## src/hw/fps_cfg.svh

```systemverilog
// Constants for the flash protection and command status block
// What this block does
// Polarity 1: each cleared range-disable bit protects its range.
// Polarity 0: both disables set protect all; cleared disable leaves only its range open.
// High size field picks top range from 0xF800, 0xF000, 0xE000 or 0xC000.
// Low size field picks range from 0x4000 ending 0x43FF, 0x47FF, 0x4FFF or 0x5FFF.
// Protection loads from nonvolatile storage after reset; software may still change it.
// A write causing a disallowed scenario transition is dropped whole.
// Allowed transitions: 0->0123, 1->13, 2->23, 3->3, 4->34, 5->2345, 6->1346, 7->any.
// Reading the protection register returns the enforced scenario.
// Normal modes: empty, violation, error writable; complete, blank read-only; rest read 0.
// Special modes: fail becomes writable, inactive becomes readable only.
// Buffer-empty flag bit 7 set when buffers empty; write 1 clears, 0 no effect.
// Writing 0 to buffer-empty mid sequence aborts and sets access error.
// Interrupt when buffer-empty and its enable, or complete and its enable.
// Complete bit 6 clears with buffer-empty; sets only when all commands finish.
// Violation bit 5 sets on protected program/erase; write 1 clears; blocks launch.
// Access error bit 4 sets on sequence error, illegal command, stop while busy.
// Blank bit 2 sets on erased verify; cleared when a valid sequence launches.
// Special modes: fail bit 1 sets on failed verify; write 1 clears; blocks launch.
// Special modes: inactive bit 0 reads 0 while an operation runs.
// Special-mode software must clear fail before starting a new sequence.
// A range size field is writable only while its disable bit is set.
// Polarity and two disables map to scenario 0..7 by fixed encoding.
`ifndef FPS_CFG_SVH
`define FPS_CFG_SVH
`define FPS_ADDR_W        4
`define FPS_OFS_PROT      4'h4
`define FPS_OFS_STAT      4'h5
`define FPS_OFS_CMD       4'h6
`define FPS_OFS_ADDRHI    4'h8
`define FPS_OFS_ADDRLO    4'h9
`define FPS_OFS_DATAHI    4'ha
`define FPS_OFS_DATALO    4'hb
`define FPS_OFS_CNFG      4'h3
`define FPS_BIT_POL       7
`define FPS_BIT_HDIS      5
`define FPS_BIT_LDIS      2
`define FPS_BIT_BUFE      7
`define FPS_BIT_CMPL      6
`define FPS_BIT_VIOL      5
`define FPS_BIT_AERR      4
`define FPS_BIT_BLANK     2
`define FPS_BIT_FAIL      1
`define FPS_BIT_DONE      0
`define FPS_CNFG_BUFEIE   7
`define FPS_CNFG_CMPLIE   6
`define FPS_CMD_VERIFY    7'h05
`define FPS_CMD_PROGRAM   7'h20
`define FPS_CMD_SECTOR    7'h40
`define FPS_CMD_MASS      7'h41
`define FPS_HI_BASE0      16'hf800
`define FPS_HI_BASE1      16'hf000
`define FPS_HI_BASE2      16'he000
`define FPS_HI_BASE3      16'hc000
`define FPS_LO_BASE       16'h4000
`define FPS_LO_END0       16'h43ff
`define FPS_LO_END1       16'h47ff
`define FPS_LO_END2       16'h4fff
`define FPS_LO_END3       16'h5fff
`define FPS_OP_CYCLES     16'd64
`define FPS_TRANS_TABLE   64'hff_5a_3c_18_08_0c_0a_0f
`endif

```

## src/hw/fps_pkg.sv

```systemverilog
// Types for the flash protection and command status block
package fps_pkg;
  typedef enum logic [1:0] {
    FPS_IDLE  = 2'b00,
    FPS_ADDR  = 2'b01,
    FPS_CMD   = 2'b10
  } fps_seq_t;
  typedef enum logic [1:0] {
    FPS_ENG_IDLE = 2'b00,
    FPS_ENG_RUN  = 2'b01
  } fps_eng_t;
endpackage

```

## src/hw/fps_prot_dec.sv

```systemverilog
// Protection decoder: scenario index and protected-address check
`timescale 1ns/1ps
`include "fps_cfg.svh"
module fps_prot_dec (
  // Protection setting
  input  wire logic [7:0]  prot,
  // Address under test
  input  wire logic [15:0] addr,
  // Results
  output logic [2:0]       scenario,
  output logic             is_protected
);
  logic [15:0] hi_base;
  logic [15:0] lo_end;
  logic        in_hi;
  logic        in_lo;
  logic        pol;
  logic        hdis;
  logic        ldis;

  // Scenario index is polarity, high disable, low disable read as a number
  assign pol      = prot[`FPS_BIT_POL];
  assign hdis     = prot[`FPS_BIT_HDIS];
  assign ldis     = prot[`FPS_BIT_LDIS];
  assign scenario = {pol, hdis, ldis};

  // Range bounds from the size fields
  assign hi_base = (prot[4:3] == 2'b00) ? `FPS_HI_BASE0 :
                   (prot[4:3] == 2'b01) ? `FPS_HI_BASE1 :
                   (prot[4:3] == 2'b10) ? `FPS_HI_BASE2 : `FPS_HI_BASE3;
  assign lo_end  = (prot[1:0] == 2'b00) ? `FPS_LO_END0 :
                   (prot[1:0] == 2'b01) ? `FPS_LO_END1 :
                   (prot[1:0] == 2'b10) ? `FPS_LO_END2 : `FPS_LO_END3;
  assign in_hi   = (addr >= hi_base);
  assign in_lo   = (addr >= `FPS_LO_BASE) && (addr <= lo_end);

  // Polarity 1 protects enabled ranges, polarity 0 opens them
  assign is_protected = pol ? ((!hdis && in_hi) || (!ldis && in_lo)) :
                        !((!hdis && in_hi) || (!ldis && in_lo));
endmodule

```

## src/hw/fps_top.sv

```systemverilog
// Flash protection register, command sequencer and status flags on Avalon-MM
//
// The Avalon-MM register port is this design's own decision.
`timescale 1ns/1ps
`include "fps_cfg.svh"
module fps_top (
  // Clock and reset
  input  wire logic                      core_clk,
  input  wire logic                      nrst,
  // Avalon-MM slave
  input  wire logic [`FPS_ADDR_W-1:0]    avs_address,
  input  wire logic                      avs_read,
  input  wire logic                      avs_write,
  input  wire logic [31:0]               avs_writedata,
  input  wire logic [3:0]                avs_byteenable,
  output logic [31:0]                    avs_readdata,
  output logic                           avs_waitrequest,
  output logic [1:0]                     avs_response,
  // Nonvolatile protection value and its load strobe
  input  wire logic [7:0]                nv_prot,
  input  wire logic                      nv_load,
  // Mode and system inputs
  input  wire logic                      special_mode,
  input  wire logic                      cpu_stop,
  // Array side: write attempts and verify result
  input  wire logic                      array_wr,
  input  wire logic [15:0]               array_addr,
  input  wire logic                      array_erased,
  // Engine outputs
  output logic                           op_launch,
  output logic [6:0]                     op_cmd,
  output logic [15:0]                    op_addr,
  output logic                           flash_irq
);
  import fps_pkg::*;

  ////////////////////////////////////////////////////////////////////////////
  // State
  logic [7:0]  prot_q, prot_d;
  logic        bufe_q, cmpl_q, viol_q, aerr_q, blank_q, fail_q;
  logic [1:0]  cnfg_q;
  fps_seq_t    seq_q, seq_d;
  fps_eng_t    eng_q;
  logic [15:0] buf_addr_q, run_addr_q;
  logic [6:0]  buf_cmd_q, run_cmd_q;
  logic        pend_q;
  logic [15:0] op_cnt_q;
  logic        ack_q;
  logic [31:0] rdata_q;
  logic [1:0]  resp_q;
  logic        nvl_s1_q, nvl_s2_q, nvl_s3_q;
  logic        stp_s1_q, stp_s2_q;
  logic        awr_s1_q, awr_s2_q;
  logic        spc_s1_q, spc_s2_q;

  ////////////////////////////////////////////////////////////////////////////
  // Synchronisers for pin-level inputs; nv_prot is stable while nv_load is high
  always_ff @(posedge core_clk or negedge nrst) begin
    if (!nrst) begin
      {nvl_s1_q, nvl_s2_q, nvl_s3_q} <= 3'h0;
      {stp_s1_q, stp_s2_q, awr_s1_q, awr_s2_q, spc_s1_q, spc_s2_q} <= 6'h00;
    end else begin
      nvl_s1_q <= nv_load;
      nvl_s2_q <= nvl_s1_q;
      nvl_s3_q <= nvl_s2_q;
      stp_s1_q <= cpu_stop;
      stp_s2_q <= stp_s1_q;
      awr_s1_q <= array_wr;
      awr_s2_q <= awr_s1_q;
      spc_s1_q <= special_mode;
      spc_s2_q <= spc_s1_q;
    end
  end

  logic nv_load_rise;
  assign nv_load_rise = nvl_s2_q && !nvl_s3_q;

  ////////////////////////////////////////////////////////////////////////////
  // Bus decode: one-cycle wait, answer on the second cycle
  logic        req, acc, wr_acc, rd_acc, lane0;
  logic        wr_prot, wr_stat, wr_cmd, wr_cnfg, hit;
  logic [7:0]  wd;
  assign req   = avs_read || avs_write;
  assign acc   = req && ack_q;
  assign wr_acc = acc && avs_write;
  assign rd_acc = req && avs_read && !ack_q;
  assign lane0 = avs_byteenable[0];
  assign wd    = avs_writedata[7:0];
  assign hit   = (avs_address == `FPS_OFS_PROT) || (avs_address == `FPS_OFS_STAT) ||
                 (avs_address == `FPS_OFS_CMD)  || (avs_address == `FPS_OFS_CNFG);
  assign wr_prot = wr_acc && lane0 && (avs_address == `FPS_OFS_PROT);
  assign wr_stat = wr_acc && lane0 && (avs_address == `FPS_OFS_STAT);
  assign wr_cmd  = wr_acc && lane0 && (avs_address == `FPS_OFS_CMD);
  assign wr_cnfg = wr_acc && lane0 && (avs_address == `FPS_OFS_CNFG);
  assign avs_waitrequest = req && !ack_q;
  assign avs_readdata    = rdata_q;
  assign avs_response    = resp_q;

  ////////////////////////////////////////////////////////////////////////////
  // Protection decoder on the live setting and on the array write address
  logic [2:0] cur_scn, new_scn;
  logic       addr_prot;
  logic [7:0] trans_row;
  logic       trans_ok;
  logic [63:0] trans_tab;
  fps_prot_dec u_dec_cur (
    .prot         (prot_q),
    .addr         (buf_addr_q),
    .scenario     (cur_scn),
    .is_protected (addr_prot)
  );

  // Candidate value: size fields only follow the write while disable is set
  always_comb begin
    prot_d = wd;
    if (!prot_q[`FPS_BIT_HDIS]) prot_d[4:3] = prot_q[4:3];
    if (!prot_q[`FPS_BIT_LDIS]) prot_d[1:0] = prot_q[1:0];
    prot_d[6] = prot_q[6];
  end
  assign new_scn   = {prot_d[`FPS_BIT_POL], prot_d[`FPS_BIT_HDIS], prot_d[`FPS_BIT_LDIS]};
  assign trans_tab = `FPS_TRANS_TABLE;
  assign trans_row = trans_tab[cur_scn*8 +: 8];
  assign trans_ok  = trans_row[new_scn];

  // Protection register: nonvolatile load, then add-only software updates
  always_ff @(posedge core_clk or negedge nrst) begin
    if (!nrst) begin
      prot_q <= 8'hff;
    end else if (nv_load_rise) begin
      prot_q <= nv_prot;
    end else if (wr_prot && trans_ok) begin
      prot_q <= prot_d;
    end
  end

  ////////////////////////////////////////////////////////////////////////////
  // Command write sequence: array write, command write, launch by clearing empty
  logic cmd_valid, launch, seq_abort, seq_err, blocked;
  assign cmd_valid = (wd[6:0] == `FPS_CMD_VERIFY) || (wd[6:0] == `FPS_CMD_PROGRAM) ||
                     (wd[6:0] == `FPS_CMD_SECTOR) || (wd[6:0] == `FPS_CMD_MASS);
  // Launch needs error flags clear; a fail left set by software simply blocks
  assign blocked   = viol_q || aerr_q || fail_q;
  assign launch    = wr_stat && wd[`FPS_BIT_BUFE] && (seq_q == FPS_CMD) && !blocked;
  assign seq_abort = wr_stat && !wd[`FPS_BIT_BUFE] && (seq_q != FPS_IDLE);
  assign seq_err   = (wr_cmd && (seq_q != FPS_ADDR)) ||
                     (wr_cmd && (seq_q == FPS_ADDR) && !cmd_valid) ||
                     (awr_s2_q && (seq_q == FPS_CMD)) ||
                     (wr_stat && wd[`FPS_BIT_BUFE] && (seq_q == FPS_ADDR));
  logic stop_err;
  assign stop_err  = stp_s2_q && !cmpl_q;
  logic pv_event;
  assign pv_event  = launch && addr_prot && (buf_cmd_q != `FPS_CMD_VERIFY);

  always_comb begin
    seq_d = seq_q;
    case (seq_q)
      FPS_IDLE: if (awr_s2_q && bufe_q) seq_d = FPS_ADDR;
      FPS_ADDR: if (wr_cmd && cmd_valid) seq_d = FPS_CMD;
      FPS_CMD:  if (launch) seq_d = FPS_IDLE;
      default:  seq_d = FPS_IDLE;
    endcase
    if (seq_abort || seq_err || stop_err || (launch && pv_event)) seq_d = FPS_IDLE;
  end

  always_ff @(posedge core_clk or negedge nrst) begin
    if (!nrst) begin
      seq_q      <= FPS_IDLE;
      buf_addr_q <= 16'h0000;
      buf_cmd_q  <= 7'h00;
    end else begin
      seq_q <= seq_d;
      if (seq_q == FPS_IDLE && awr_s2_q && bufe_q) buf_addr_q <= array_addr;
      if (wr_cmd && seq_q == FPS_ADDR) buf_cmd_q <= wd[6:0];
    end
  end

  ////////////////////////////////////////////////////////////////////////////
  // Two-stage engine: one running command plus one pending in the buffer
  logic good_launch, eng_done, fetch;
  assign good_launch = launch && !pv_event;
  assign eng_done    = (eng_q == FPS_ENG_RUN) && (op_cnt_q == `FPS_OP_CYCLES);
  assign fetch       = pend_q && (eng_q == FPS_ENG_IDLE || eng_done);

  always_ff @(posedge core_clk or negedge nrst) begin
    if (!nrst) begin
      eng_q      <= FPS_ENG_IDLE;
      op_cnt_q   <= 16'h0000;
      pend_q     <= 1'b0;
      run_cmd_q  <= 7'h00;
      run_addr_q <= 16'h0000;
      op_launch  <= 1'b0;
    end else begin
      op_launch <= fetch;
      if (good_launch) pend_q <= 1'b1;
      else if (fetch) pend_q <= 1'b0;
      if (fetch) begin
        eng_q      <= FPS_ENG_RUN;
        op_cnt_q   <= 16'h0000;
        run_cmd_q  <= buf_cmd_q;
        run_addr_q <= buf_addr_q;
      end else if (eng_done) begin
        eng_q <= FPS_ENG_IDLE;
      end else if (eng_q == FPS_ENG_RUN) begin
        op_cnt_q <= op_cnt_q + 16'h0001;
      end
    end
  end
  assign op_cmd  = run_cmd_q;
  assign op_addr = run_addr_q;

  ////////////////////////////////////////////////////////////////////////////
  // Status flags; hardware set wins over a software clear in the same cycle, except complete, where a launch clear wins over the set
  logic verify_end;
  assign verify_end = eng_done && (run_cmd_q == `FPS_CMD_VERIFY);
  always_ff @(posedge core_clk or negedge nrst) begin
    if (!nrst) begin
      bufe_q   <= 1'b1;
      cmpl_q   <= 1'b1;
      viol_q   <= 1'b0;
      aerr_q   <= 1'b0;
      blank_q  <= 1'b0;
      fail_q   <= 1'b0;
      cnfg_q   <= 2'b00;
    end else begin
      // Empty drops on launch and returns once the buffer is fetched
      if (fetch || (seq_abort && !good_launch)) bufe_q <= 1'b1;
      else if (good_launch) bufe_q <= 1'b0;
      // Complete clears with empty, sets only when nothing runs or waits
      if (good_launch) cmpl_q <= 1'b0;
      else if (eng_done && !pend_q) cmpl_q <= 1'b1;
      if (pv_event) viol_q <= 1'b1;
      else if (wr_stat && wd[`FPS_BIT_VIOL]) viol_q <= 1'b0;
      if (seq_abort || seq_err || stop_err) aerr_q <= 1'b1;
      else if (wr_stat && wd[`FPS_BIT_AERR]) aerr_q <= 1'b0;
      if (verify_end && array_erased) blank_q <= 1'b1;
      else if (good_launch) blank_q <= 1'b0;
      if (verify_end && !array_erased && spc_s2_q) fail_q <= 1'b1;
      else if (wr_stat && spc_s2_q && wd[`FPS_BIT_FAIL]) fail_q <= 1'b0;
      if (wr_cnfg) cnfg_q <= wd[7:6];
    end
  end

  // Interrupt from either enabled source
  assign flash_irq = (bufe_q && cnfg_q[1]) || (cmpl_q && cnfg_q[0]);

  ////////////////////////////////////////////////////////////////////////////
  // Read mux; special-mode bits read 0 in normal modes
  logic [7:0] stat_rd, rd_byte;
  assign stat_rd = {bufe_q, cmpl_q, viol_q, aerr_q, 1'b0, blank_q,
                    spc_s2_q & fail_q,
                    spc_s2_q & (eng_q == FPS_ENG_IDLE)};
  assign rd_byte = (avs_address == `FPS_OFS_PROT) ? prot_q :
                   (avs_address == `FPS_OFS_STAT) ? stat_rd :
                   (avs_address == `FPS_OFS_CNFG) ? {cnfg_q, 6'h00} : 8'h00;

  // Ack register gives a fixed one-cycle wait; unmapped addresses answer with an error
  always_ff @(posedge core_clk or negedge nrst) begin
    if (!nrst) begin
      ack_q   <= 1'b0;
      rdata_q <= 32'h0000_0000;
      resp_q  <= 2'b00;
    end else begin
      ack_q <= req && !ack_q;
      if (rd_acc) rdata_q <= {24'h00_0000, rd_byte};
      if (req && !ack_q) resp_q <= hit ? 2'b00 : 2'b11;
    end
  end
endmodule

```

## config.mk

```make
export PLATFORM = sky130hd
export DESIGN_NAME = fps_top
export DESIGN_NICKNAME = d
export VERILOG_FILES = /design/src/hw/fps_pkg.sv /design/src/hw/fps_prot_dec.sv /design/src/hw/fps_top.sv
export VERILOG_INCLUDE_DIRS = /design/src /design/src/hw
export SDC_FILE = /design/constraint.sdc
export NUM_CORES = 1
export LEC_CHECK = 0
export ABC_AREA = 1
export ABC_CLOCK_PERIOD_IN_PS = 5700
export BUFFER_PORTS_ARGS = -buffer_cell sky130_fd_sc_hd__buf_4
export CORE_ASPECT_RATIO = 2
export CORE_MARGIN = 2
export CORE_UTILIZATION = 55
export DETAILED_ROUTE_END_ITERATION = 12
export PLACE_DENSITY = 0.82
export SYNTH_ARGS = -nofsm -noshare
export SYNTH_HDL_FRONTEND = slang
export SYNTH_HIERARCHICAL = 1
export SYNTH_SLANG_ARGS = --single-unit
```

## constraint.sdc

```tcl
create_clock -name core_clk -period 5.7 [get_ports core_clk]
set_input_delay 1.425 -clock core_clk [delete_from_list [all_inputs] [get_ports core_clk]]
set_output_delay 1.425 -clock core_clk [all_outputs]
set_load 0.02 [all_outputs]
```

==> metrics.txt, run 1 <==
top cells by area, synth dfrtp_1 (42%), nand2_1 (10%), inv_1 (6.4%); Max-slew headroom slightly below 30%; DP Wirelength ~9.4 mm; vias in the first global route 4,584; Core Rows 51; final WL 12.7 mm; switching share of power 32.7%; gr usage total 25.1%; status complete, no violations; per-cell routed wire length between 10 and 15 microns; layout cells sized above 1 20.3%; Comb pwr share 23.4%; Post-layout nets slightly above 800; Setup Skew about 0.0070 ns; number of max-cap violations 0; leading cell type in the layout, fill and taps excluded nand2_1; Worst EP arrival 1.91 ns; actual slew at the worst max-slew pin 1.07 ns; initial antenna violation count 0; dpl ws 2.37 ns; area leader, netlist dfrtp_1; TritonCTS buffer count 9; pwr dens 331 nW/um^2; max-slew violation count 0; leakage 3.23 nW; antenna-violating nets left 0; P_sw about 0.00068 W; sequential share of power 44.5%; postcts setup bufs 0; number of DRC markers in iteration 0 308; largest net degree at the start of global routing 63; hold-fix buffers at CTS 0; Synth cell types 35; CP Max Fanout 3; Avg Vias per Cell 5.28; Final Setup Violations 0; total grt overflow 0; Setup CP Type in -> out; PnR Total Power 0.00208 W; Mean Syn Cell Area 8.16 sq um; GPL Wtd Cong 1.01; Reg area 2560 sq um; DRC Markers 0; most frequent cells in the layout nand2_1 (149), inv_1 (93), dfrtp_1 (92); num ports 133; Clk pwr share 32.2%; IO buf count 81; Filler cells 815; via count ~4,600; number of clock sinks 102; Post-Syn Instances roughly 670; # diodes 0; first-pass GRT wire length 20.5 mm; Starting Density ~56%; Root Buffer clkbuf_16; worst hold path type reg -> reg; Final Hold Fails 0; Internal Pwr Total roughly 0.0014 W; CTS tree yes; CTS Buffer Depth 2; setup_tns 0 ns; CTS resizes 0; f_max 300 MHz; Die Span X 74.3 microns; Synth Cell Area between 5000 and 6000 sq um; area taken by multi-input logic gates 2250 sq um; worst hold margin around 0.35 ns; Worst setup SP type input pin; worst endpoint required time 4.28 ns; Core ar. 9700 sq um; period utilisation layout between 50% and 60%; RSZ-0062 raised after global routing no; post-synthesis register bit count 102; post-synth top area share 42.3%; number of warnings issued by yosys 6; peak supply drop 212 uV; die height 145 microns; Worst-Skew Late Latency 0.34 ns; die area 10,800 sq um; minimum period implied by the final worst setup slack 3.33 ns; Final WS setup approximately 2.4 ns; post-synthesis sequential area ratio 47.1%; CP endpoint kind output port; TritonRoute pass-1 iters 5; Area Overhead vs Synth 15.5%; number of H-tree levels 3; final core occ 64.8%; Worst-path clk slew 0.07 ns
==> worst paths after layout <==
| check | start | end | slack, ns | cells after the start |
|---|---|---|---|---|
| min in group asynchronous | nrst | nvl_s2_q | 1.09 | 1 |
| worst max register to register | prot_q[4] | seq_q[1] | 3.28 | 18 |
| worst min-delay path | nvl_s1_q | nvl_s2_q | 0.35 | 0 |
| worst max-delay path | avs_write | avs_waitrequest | 2.37 | 4 |
| worst min register to register | nvl_s1_q | nvl_s2_q | 0.35 | 0 |
| max in group asynchronous | nrst | op_cnt_q[1] | 3.48 | 2 |
==> logic make-up after synthesis <==
| logic type | after synthesis | share of synthesized area (%) |
|---|---|---|
| AO/OA/AOI/OAI | 99 | 10.7 |
| XOR/XNOR | 14 | 2.25 |
| adder cells (fa/ha/maj) | 9 | 2.07 |
| buffers and inverters | 144 | 13.1 |
| flip-flops | 102 | 47.1 |
| other | 1 | 0.0689 |
| AND/OR/NAND/NOR | 298 | 24.7 |
==> cell usage after synthesis <==
| library cell | count |
|---|---|
| clkbuf_1 | 5 |
| a31oi_1 | 5 |
| xor2_1 | 14 |
| nor2_8 | 1 |
| buf_6 | 8 |
| nor2_2 | 5 |
| nor3b_1 | 1 |
| nand2_4 | 2 |
| nor4_2 | 2 |
| nand3_1 | 51 |
| buf_2 | 3 |
| nand4_2 | 1 |
| nor2_4 | 2 |
| ha_1 | 9 |
| o211ai_1 | 1 |
| nor3_1 | 7 |
| conb_1 | 1 |
| dfrtp_1 | 92 |
| nand4_1 | 9 |
| nand3_2 | 1 |
| o22ai_1 | 3 |
| nand2_2 | 2 |
| inv_1 | 93 |
| nand2_1 | 149 |
| o21ai_1 | 14 |
| nor2_1 | 58 |
| buf_4 | 29 |
| nand3b_1 | 3 |
| nor3_2 | 2 |
| o21ai_2 | 20 |
| inv_2 | 6 |
| a21oi_1 | 23 |
| dfstp_2 | 10 |
| o21ai_0 | 33 |
| nor4_1 | 2 |
==> critical path, stage by stage <==
cell,delay (ns)
buf_4,0.11
nor2_1,0.13
nor2_1,0.08
buf_4,0.16
==> sequential cells by signal (all words and copies together), names as in the netlist, 2 cells and up <==
name	count
cnfg_q	2
buf_cmd_q	7
buf_addr_q	16
seq_q	2
op_cmd	7
prot_q	8
op_addr	16
avs_readdata	8
op_cnt_q	16
==> final cells by class <==
cell class / count / share of cell area [%]
Multi-Input combinational cell: 444 / 35.8
Inverter: 99 / 5.91
Sequential cell: 102 / 40.8
Clock inverter: 6 / 1.45
Clock buffer: 10 / 3.64
Timing Repair Buffer: 82 / 9.79
Tap cell: 132 / 2.63
==> power by group through the flow <==
stage	clock (W)	sequential, W	combinational, W
4_1_cts	0.000674	0.000925	0.000488
3_3_place_gp	0	0.000934	0.000464
5_1_grt	0.000708	0.000938	0.000559
3_5_place_dp	0	0.000937	0.000484
6_report	0.000669	0.000924	0.000486
2_1_floorplan	0	0.000926	0.000345
==> through the flow <==
stage | instances | cell area (sq um)
6_report | 875 | 6290
5_1_grt | 875 | 6290
4_1_cts | 875 | 6290
3_5_place_dp | 859 | 5970
3_3_place_gp | 859 | 5970
2_1_floorplan | 690 | 5530
==> routing by layer <==
layer / track usage (%) / routed length [microns] / vias up
met4: 15.8 / 683 / 0
met3: 4.16 / 683 / 47
met5: 0 / 0 / -
met1: 26.3 / 4390 / 2174
li1: - / - / 2208
met2: 44.9 / 6950 / 192
Power figures use the tool's default switching activity.
==> inputs of run 2 (changes only) <==
--- a/config.mk
+++ b/config.mk
@@ -7,13 +7,13 @@
 export NUM_CORES = 1
 export LEC_CHECK = 0
 export ABC_AREA = 1
-export ABC_CLOCK_PERIOD_IN_PS = 5700
+export ABC_CLOCK_PERIOD_IN_PS = 3400
 export BUFFER_PORTS_ARGS = -buffer_cell sky130_fd_sc_hd__buf_4
 export CORE_ASPECT_RATIO = 2
 export CORE_MARGIN = 2
-export CORE_UTILIZATION = 55
+export CORE_UTILIZATION = 54
 export DETAILED_ROUTE_END_ITERATION = 12
-export PLACE_DENSITY = 0.82
+export PLACE_DENSITY = 0.81
 export SYNTH_ARGS = -nofsm -noshare
 export SYNTH_HDL_FRONTEND = slang
 export SYNTH_HIERARCHICAL = 1
==> constraint.sdc (replaced) <==
create_clock -name core_clk -period 3.4 [get_ports core_clk]
set_input_delay 0.85 -clock core_clk [delete_from_list [all_inputs] [get_ports core_clk]]
set_output_delay 0.85 -clock core_clk [all_outputs]
set_load 0.02 [all_outputs]
==> metrics.txt, run 2 (synthesis gave the netlist of run 1 again) <==
status complete, no violations (unchanged); layout cells sized above 1 20.6% (was 20.3%); Internal Pwr Total 0.00235 W (was 0.00140 W); number of clock sinks 102 (unchanged); Max-slew headroom 25.1% (was 28.8%); Root Buffer clkbuf_16 (unchanged); pwr dens 554 nW/um^2 (was 331 nW/um^2); CTS resizes 0 (unchanged); via count 4,561 (was 4,621); placed cell area 5990 sq um (was 5970 sq um); first-pass GRT wire length 20.8 mm (was 20.5 mm); minimum period implied by the final worst setup slack 2.41 ns; Final Hold Fails 0 (unchanged); largest net degree at the start of global routing 90 (was 63); max-slew violation count 0 (unchanged); antenna-violating nets left 0 (unchanged); Worst setup SP type register (was input pin); Top Usage Layer GRT met2 (unchanged); per-cell routed wire length 14.5 microns (about the same); worst r2r dst seq_q[1] (unchanged); CP Max Fanout 5 (was 3); actual slew at the worst max-slew pin 1.12 ns (was 1.07 ns); CP most frequent cell nand2_1; Core Rows 51 (unchanged); period utilisation layout a little under three quarters; initial antenna violation count 0 (unchanged); Reg2Reg Launch Point prot_q[1] (was prot_q[4]); Worst EP arrival 2.68 ns (was 1.91 ns); sequential share of power 44.2% (was 44.5%); Worst-Skew Late Latency 0.35 ns (was 0.34 ns); Core ar. 9760 sq um (was 9700 sq um); Setup Skew 0.00522 ns (was 0.00697 ns); number of H-tree levels 3 (unchanged); Worst-path clk slew 0.07 ns (about the same); CP max stage delay 0.58 ns (was 0.16 ns); hold-fix buffers at CTS 0 (unchanged); die area 10,900 sq um (was 10,800 sq um); Post-layout nets 821 (was 820); postcts setup bufs 0 (unchanged); RSZ-0062 raised after global routing no (unchanged); GR Util met1 27.8% (was 26.3%); CP max stage cell dfstp_2 (was buf_4); r2r worst-path depth 18 (unchanged); leading cell type in the layout, fill and taps excluded nand2_1 (unchanged); Final Setup Violations 0 (unchanged); met2 Use GR 41.6% (was 44.9%); DP Wirelength 9.52 mm (was 9.45 mm); Setup CP Type reg -> reg (was in -> out); post-route cell area 6320 sq um (was 6290 sq um); worst endpoint required time 3.67 ns (was 4.28 ns); CP endpoint kind register (was output port); number of DRC markers in iteration 0 308 (unchanged); Starting Density 55.7% (was 56.1%); DRC Markers 0 (unchanged); die height 146 microns (was 145 microns); setup_tns 0 ns (unchanged); Area Overhead vs Synth 16.1% (was 15.5%); area taken by multi-input logic gates 2250 sq um (unchanged); num ports 133 (unchanged); TritonCTS buffer count 9 (unchanged); worst hold path type in -> async (was reg -> reg); Reg area 2560 sq um (unchanged); Comb pwr share 23.5% (was 23.4%); Filler cells 830 (was 815); leakage 3.24 nW (was 3.23 nW); most frequent cells in the layout nand2_1 (149), inv_1 (93), dfrtp_1 (92) (unchanged); vias in the first global route 4,487 (was 4,584); Critical Path Start prot_q[1] (was avs_write); gr usage total 24.6% (was 25.1%); number of max-cap violations 0 (unchanged); setup slack, reg-to-reg 0.99 ns (was 3.28 ns); P_sw 0.00115 W (was 0.000679 W); Avg Vias per Cell 5.21 (was 5.28); # diodes 0 (unchanged); critical-path cell list inv_1 > ha_1 > nand2_1 > nor2_1 > nand2_1 > o21ai_1 > nand2_1 > nand2_1 > nand2_1 > nand2_1 > inv_1 > nor2_1 > nand2_1 > nand3_1 > nor2_1 > nand2_1 > nand2_1 > a21oi_1 (was buf_4 > nor2_1 > nor2_1 > buf_4); GPL Wtd Cong 0.902 (was 1.01); GRT met3 Usage 4.99% (was 4.16%); CP endpoint seq_q[1] (was avs_waitrequest); peak supply drop 374 uV (was 212 uV); IO buf count 81 (unchanged); Die Span X 75.0 microns (was 74.3 microns); CTS Buffer Depth 2 (unchanged); f_max 415 MHz; total grt overflow 0 (unchanged); final WL 12.7 mm (about the same); TritonRoute pass-1 iters 6 (was 5); CTS tree yes (unchanged); Clk pwr share 32.2% (about the same); switching share of power 32.8% (was 32.7%)
[run 2: cell count changes in the layout (fill, tap and decap cells not counted), sizes merged]
cell and change:
clkbuf -1, buf +1, clkinvlp +1
[run 2: final cells by class]
type / count / area share [%]
flip-flops and latches: 102 / 40.6
multi-input cells: 444 / 35.6
repair buffers: 83 / 10.1
inverters: 99 / 5.88
clock buffers: 9 / 3.56
well taps: 132 / 2.61
clock inverters: 7 / 1.66
[run 2: power by group through the flow]
stage                     Combinational [W]  Sequential (W)  Clock (W)
after global placement             0.000782         0.00156          0
after global routing               0.000940         0.00158    0.00120
final                              0.000823         0.00155    0.00113
after floorplan                    0.000579         0.00155          0
after CTS                          0.000827         0.00155    0.00114
after detailed placement           0.000822         0.00157          0
[run 2: how the worst min path moves through the flow]
stage,startpoint,to,slack (ns),cells after the start
6_report,nrst,stp_s2_q,0.35,1
3_3_place_gp,awr_s1_q,awr_s2_q,0.33,0
5_1_grt,nrst,awr_s2_q,0.36,1
2_1_floorplan,awr_s1_q,awr_s2_q,0.33,0
4_1_cts,nrst,stp_s2_q,0.35,1
3_5_place_dp,awr_s1_q,awr_s2_q,0.34,0
[run 2: worst max-delay path: cells and delay by family, from the launching register on]
| kind | cells | cell delay, ns |
|---|---|---|
| AND/OR/NAND/NOR | 13 | 1.14 |
| AO/OA/AOI/OAI | 2 | 0.22 |
| flip-flops | 1 | 0.58 |
| buffers and inverters | 2 | 0.11 |
| adder cells (fa/ha/maj) | 1 | 0.30 |
[run 2: per-layer routing]
layer	up-vias	routed length (microns)
met5	-	0
met1	2136	4660
met2	166	6770
met4	0	658
li1	2215	-
met3	44	650
[run 2: stage by stage]
stage | utilization (%) | setup slack, ns | total power, W | std cells | hold WS [ns]
2_1_floorplan | - | 1.33 | 0.00213 | 690 | 0.331
3_3_place_gp | 61.3 | 0.973 | 0.00234 | 860 | 0.333
3_5_place_dp | 61.3 | 0.934 | 0.00239 | 860 | 0.336
4_1_cts | 64.7 | 0.971 | 0.00352 | 876 | 0.350
5_1_grt | 64.7 | 0.696 | 0.00372 | 876 | 0.356
6_report | 64.7 | 0.988 | 0.00350 | 876 | 0.348
==> inputs of run 3 (changes only) <==
--- a/config.mk
+++ b/config.mk
@@ -6,14 +6,14 @@
 export SDC_FILE = /design/constraint.sdc
 export NUM_CORES = 1
 export LEC_CHECK = 0
-export ABC_AREA = 1
-export ABC_CLOCK_PERIOD_IN_PS = 3400
+export ABC_AREA = 0
+export ABC_CLOCK_PERIOD_IN_PS = 2550
 export BUFFER_PORTS_ARGS = -buffer_cell sky130_fd_sc_hd__buf_4
 export CORE_ASPECT_RATIO = 2
 export CORE_MARGIN = 2
-export CORE_UTILIZATION = 54
+export CORE_UTILIZATION = 53
 export DETAILED_ROUTE_END_ITERATION = 12
-export PLACE_DENSITY = 0.81
+export PLACE_DENSITY = 0.8
 export SYNTH_ARGS = -nofsm -noshare
 export SYNTH_HDL_FRONTEND = slang
 export SYNTH_HIERARCHICAL = 1
==> constraint.sdc (replaced) <==
create_clock -name core_clk -period 2.55 [get_ports core_clk]
set_input_delay 0.6375 -clock core_clk [delete_from_list [all_inputs] [get_ports core_clk]]
set_output_delay 0.6375 -clock core_clk [all_outputs]
set_load 0.02 [all_outputs]
==> metrics.txt, run 3 <==
CP max stage cell dfstp_2 (unchanged); setup slack, reg-to-reg 0.07 ns (was 0.99 ns); Setup Skew 0.00730 ns (was 0.00522 ns); number of clock sinks 102 (unchanged); hold-fix buffers at CTS 0 (unchanged); leading cell type in the layout, fill and taps excluded buf_4 (was nand2_1); Avg Vias per Cell 5.85 (was 5.21); Commonest cells post-synth dfrtp_1 (92), nand2_1 (78), o21ai_0 (32) (was nand2_1 (149), inv_1 (93), dfrtp_1 (92)); Post-Syn Instances 474 (was 667); Starting Density 54.8% (was 55.7%); Root Buffer clkbuf_16 (unchanged); Worst setup SP type register (unchanged); Worst EP arrival 2.72 ns (was 2.68 ns); Post-layout nets 644 (was 821); peak supply drop 488 uV (was 374 uV); DRC Markers 0 (unchanged); top cells by area, synth dfrtp_1 (47%), mux2_2 (6.4%), nand2_1 (5.9%) (was dfrtp_1 (42%), nand2_1 (10%), inv_1 (6.4%)); Reg2Reg Launch Point prot_q[4] (was prot_q[1]); leakage 2.94 nW (was 3.24 nW); Post-synth EDFFs 0 (unchanged); per-cell routed wire length 17.9 microns (was 14.5 microns); CTS tree yes (unchanged); fraction of registers with async set/reset 100% (unchanged); post-synthesis register bit count 102 (unchanged); worst endpoint required time 2.79 ns (was 3.67 ns); antenna-violating nets left 0 (unchanged); GPL Wtd Cong 0.858 (was 0.902); post-synthesis sequential area ratio 51.9% (was 47.1%); Final Hold Fails 0 (unchanged); number of DRC markers in iteration 0 239 (was 308); IO buf count 81 (unchanged); actual slew at the worst max-slew pin 0.691 ns (was 1.12 ns); Area Overhead vs Synth 21.0% (was 16.1%); Final Setup Violations 0 (unchanged); first-pass GRT wire length 19.0 mm (was 20.8 mm); worst hold path type in -> async (unchanged); Mean Syn Cell Area 10.4 sq um (was 8.16 sq um); TritonCTS buffer count 9 (unchanged); die height 141 microns (was 146 microns); number of H-tree levels 3 (unchanged); Synth Cell Area 4940 sq um (was 5440 sq um); pwr dens 645 nW/um^2 (was 554 nW/um^2); CP endpoint kind register (unchanged); Primary FF master, synth dfrtp_1 (unchanged); num ports 133 (unchanged); CP max stage delay 0.61 ns (was 0.58 ns); f_max 403 MHz (was 415 MHz); critical-path cell list nor2_1 > ha_1 > and4bb_2 > nand4_1 > and3b_1 > o31ai_4 > xnor2_1 > nand2_1 > nand2b_4 > a22o_1 (was inv_1 > ha_1 > nand2_1 > nor2_1 > nand2_1 > o21ai_1 > nand2_1 > nand2_1 > nand2_1 > nand2_1 > inv_1 > nor2_1 > nand2_1 > nand3_1 > nor2_1 > nand2_1 > nand2_1 > a21oi_1); gr usage total 24.3% (was 24.6%); initial antenna violation count 0 (unchanged); Simple-Gate Fraction of Synth Area 18.6% (was 24.7%); GR Util met1 26.8% (was 27.8%); Max-slew headroom 53.9% (was 25.1%); Worst-path clk slew 0.07 ns (about the same); number of max-cap violations 0 (unchanged); minimum period implied by the final worst setup slack 2.48 ns (was 2.41 ns); Synth Area in Compound Gates 10.7% (about the same); Core Rows 49 (was 51); die area 10,200 sq um (was 10,900 sq um); Die Span X 72.3 microns (was 75.0 microns); Setup CP Type reg -> reg (unchanged); # diodes 0 (unchanged); via count 3,912 (was 4,561); max-slew violation count 0 (unchanged); TritonRoute pass-1 iters 5 (was 6); worst r2r dst blank_q (was seq_q[1]); Filler cells 677 (was 830); most frequent cell after synthesis dfrtp_1 (was nand2_1); Top Usage Layer GRT met2 (unchanged); mux cell area share after synthesis 9.02% (was 0%); vias in the first global route 3,920 (was 4,487); r2r worst-path depth 10 (was 18); layout cells sized above 1 29.5% (was 20.6%); largest family of logic cells by synthesized area simple AND/OR/NAND/NOR gates (unchanged); Synth cell types 63 (was 35); Post-Synth XOR/XNOR Area 0.532% (was 2.25%); post-synthesis adder-cell area fraction 2.28% (was 2.07%); Worst-Skew Late Latency 0.35 ns (about the same); post-synth top area share 46.6% (was 42.3%); period utilisation layout 97.2% (was 70.9%); largest net degree at the start of global routing 54 (was 90); GRT met3 Usage 4.24% (was 4.99%); met2 Use GR 42.4% (was 41.6%); area leader, netlist dfrtp_1 (unchanged); Reg area 2560 sq um (unchanged); setup_tns 0 ns (unchanged); final WL 12.0 mm (was 12.7 mm); CTS Buffer Depth 2 (unchanged); total grt overflow 0 (unchanged); DP Wirelength 8.58 mm (was 9.52 mm); Core ar. 9010 sq um (was 9760 sq um); area taken by multi-input logic gates 2140 sq um (was 2250 sq um); status complete, no violations (unchanged); PnR Total Power 0.00385 W (was 0.00350 W); number of warnings issued by yosys 6 (unchanged); CP Max Fanout 5 (unchanged); most frequent cells in the layout buf_4 (95), dfrtp_1 (92), nand2_1 (78) (was nand2_1 (149), inv_1 (93), dfrtp_1 (92))
run 3: changes by cell type after synthesis, moves of 10 or more:
cell / before / now
inv_1: 93 / 15
nand2_1: 149 / 78
nor2_1: 58 / 26
nand3_1: 51 / 21
mux2_2: 0 / 28
o21ai_2: 20 / 0
o21ai_1: 14 / 0
xor2_1: 14 / 2
a21oi_1: 23 / 13
run 3: layout make-up:
class | instances | area share (%)
sequential | 102 | 42.9
clock buffer | 9 | 3.77
inverter | 16 | 1.00
timing repair buffer | 96 | 12.3
tap | 102 | 2.14
multi-input combinational | 337 | 35.9
clock inverter | 7 | 2.03
run 3: worst max path at each step:
| stage | startpoint | endpoint | slack, ns | cells past startpoint |
|---|---|---|---|---|
| 2_1_floorplan | op_cnt_q[0] | op_cmd[3] | 0.28 | 7 |
| 4_1_cts | op_cnt_q[0] | op_addr[5] | -0.003 | 9 |
| 5_1_grt | prot_q[4] | blank_q | -0.0006 | 10 |
| 6_report | prot_q[4] | blank_q | 0.07 | 10 |
| 3_3_place_gp | op_cnt_q[0] | op_addr[5] | 0.09 | 9 |
| 3_5_place_dp | op_cnt_q[0] | op_addr[2] | 0.04 | 9 |
run 3: repair_timing:
action,in CTS,in global routing
pin swaps,0,1
setup buffers,0,5
cloned,0,0
gates resized for setup,0,5
setup endpoints to repair,1,25
hold endpoints to repair,0,0
run 3: per-layer routing:
metal	vias up	wire, microns
met5	-	0
met1	1932	4330
li1	1800	-
met3	40	511
met2	140	6560
met4	0	552
run 3: cell families after synthesis:
logic type / after synthesis
AO/OA/AOI/OAI: 80
adder cells (fa/ha/maj): 9
AND/OR/NAND/NOR: 182
other: 1
buffers and inverters: 58
multiplexers: 39
XOR/XNOR: 3
flip-flops: 102
run 3: critical path, delay by kind of cell (launching register included):
kind                     cells  cell delay (ns)
adder cells (fa/ha/maj)      1             0.28
XOR/XNOR                     1             0.13
AND/OR/NAND/NOR              6             0.83
AO/OA/AOI/OAI                2             0.51
flip-flops                   1             0.61
run 3: report_power, final:
group / total (W) / switching (W) / internal (W)
logic: 0.000444 / 0.000244 / 0.000200
clock network: 0.00159 / 0.000625 / 0.000965
registers: 0.00182 / 0.000102 / 0.00172
run 3: per-stage QoR:
step | utilization (%) | worst slack, ns | instance area (sq um) | instances | hold slack [ns]
final | 66.3 | 0.0705 | 5980 | 669 | 0.322
after global routing | 66.3 | -0.000591 | 5980 | 669 | 0.359
after CTS | 65.7 | -0.00284 | 5920 | 664 | 0.335
after detailed placement | 61.8 | 0.0436 | 5570 | 648 | 0.341
after global placement | 61.8 | 0.0916 | 5570 | 648 | 0.334
after floorplan | - | 0.279 | 5020 | 497 | 0.331
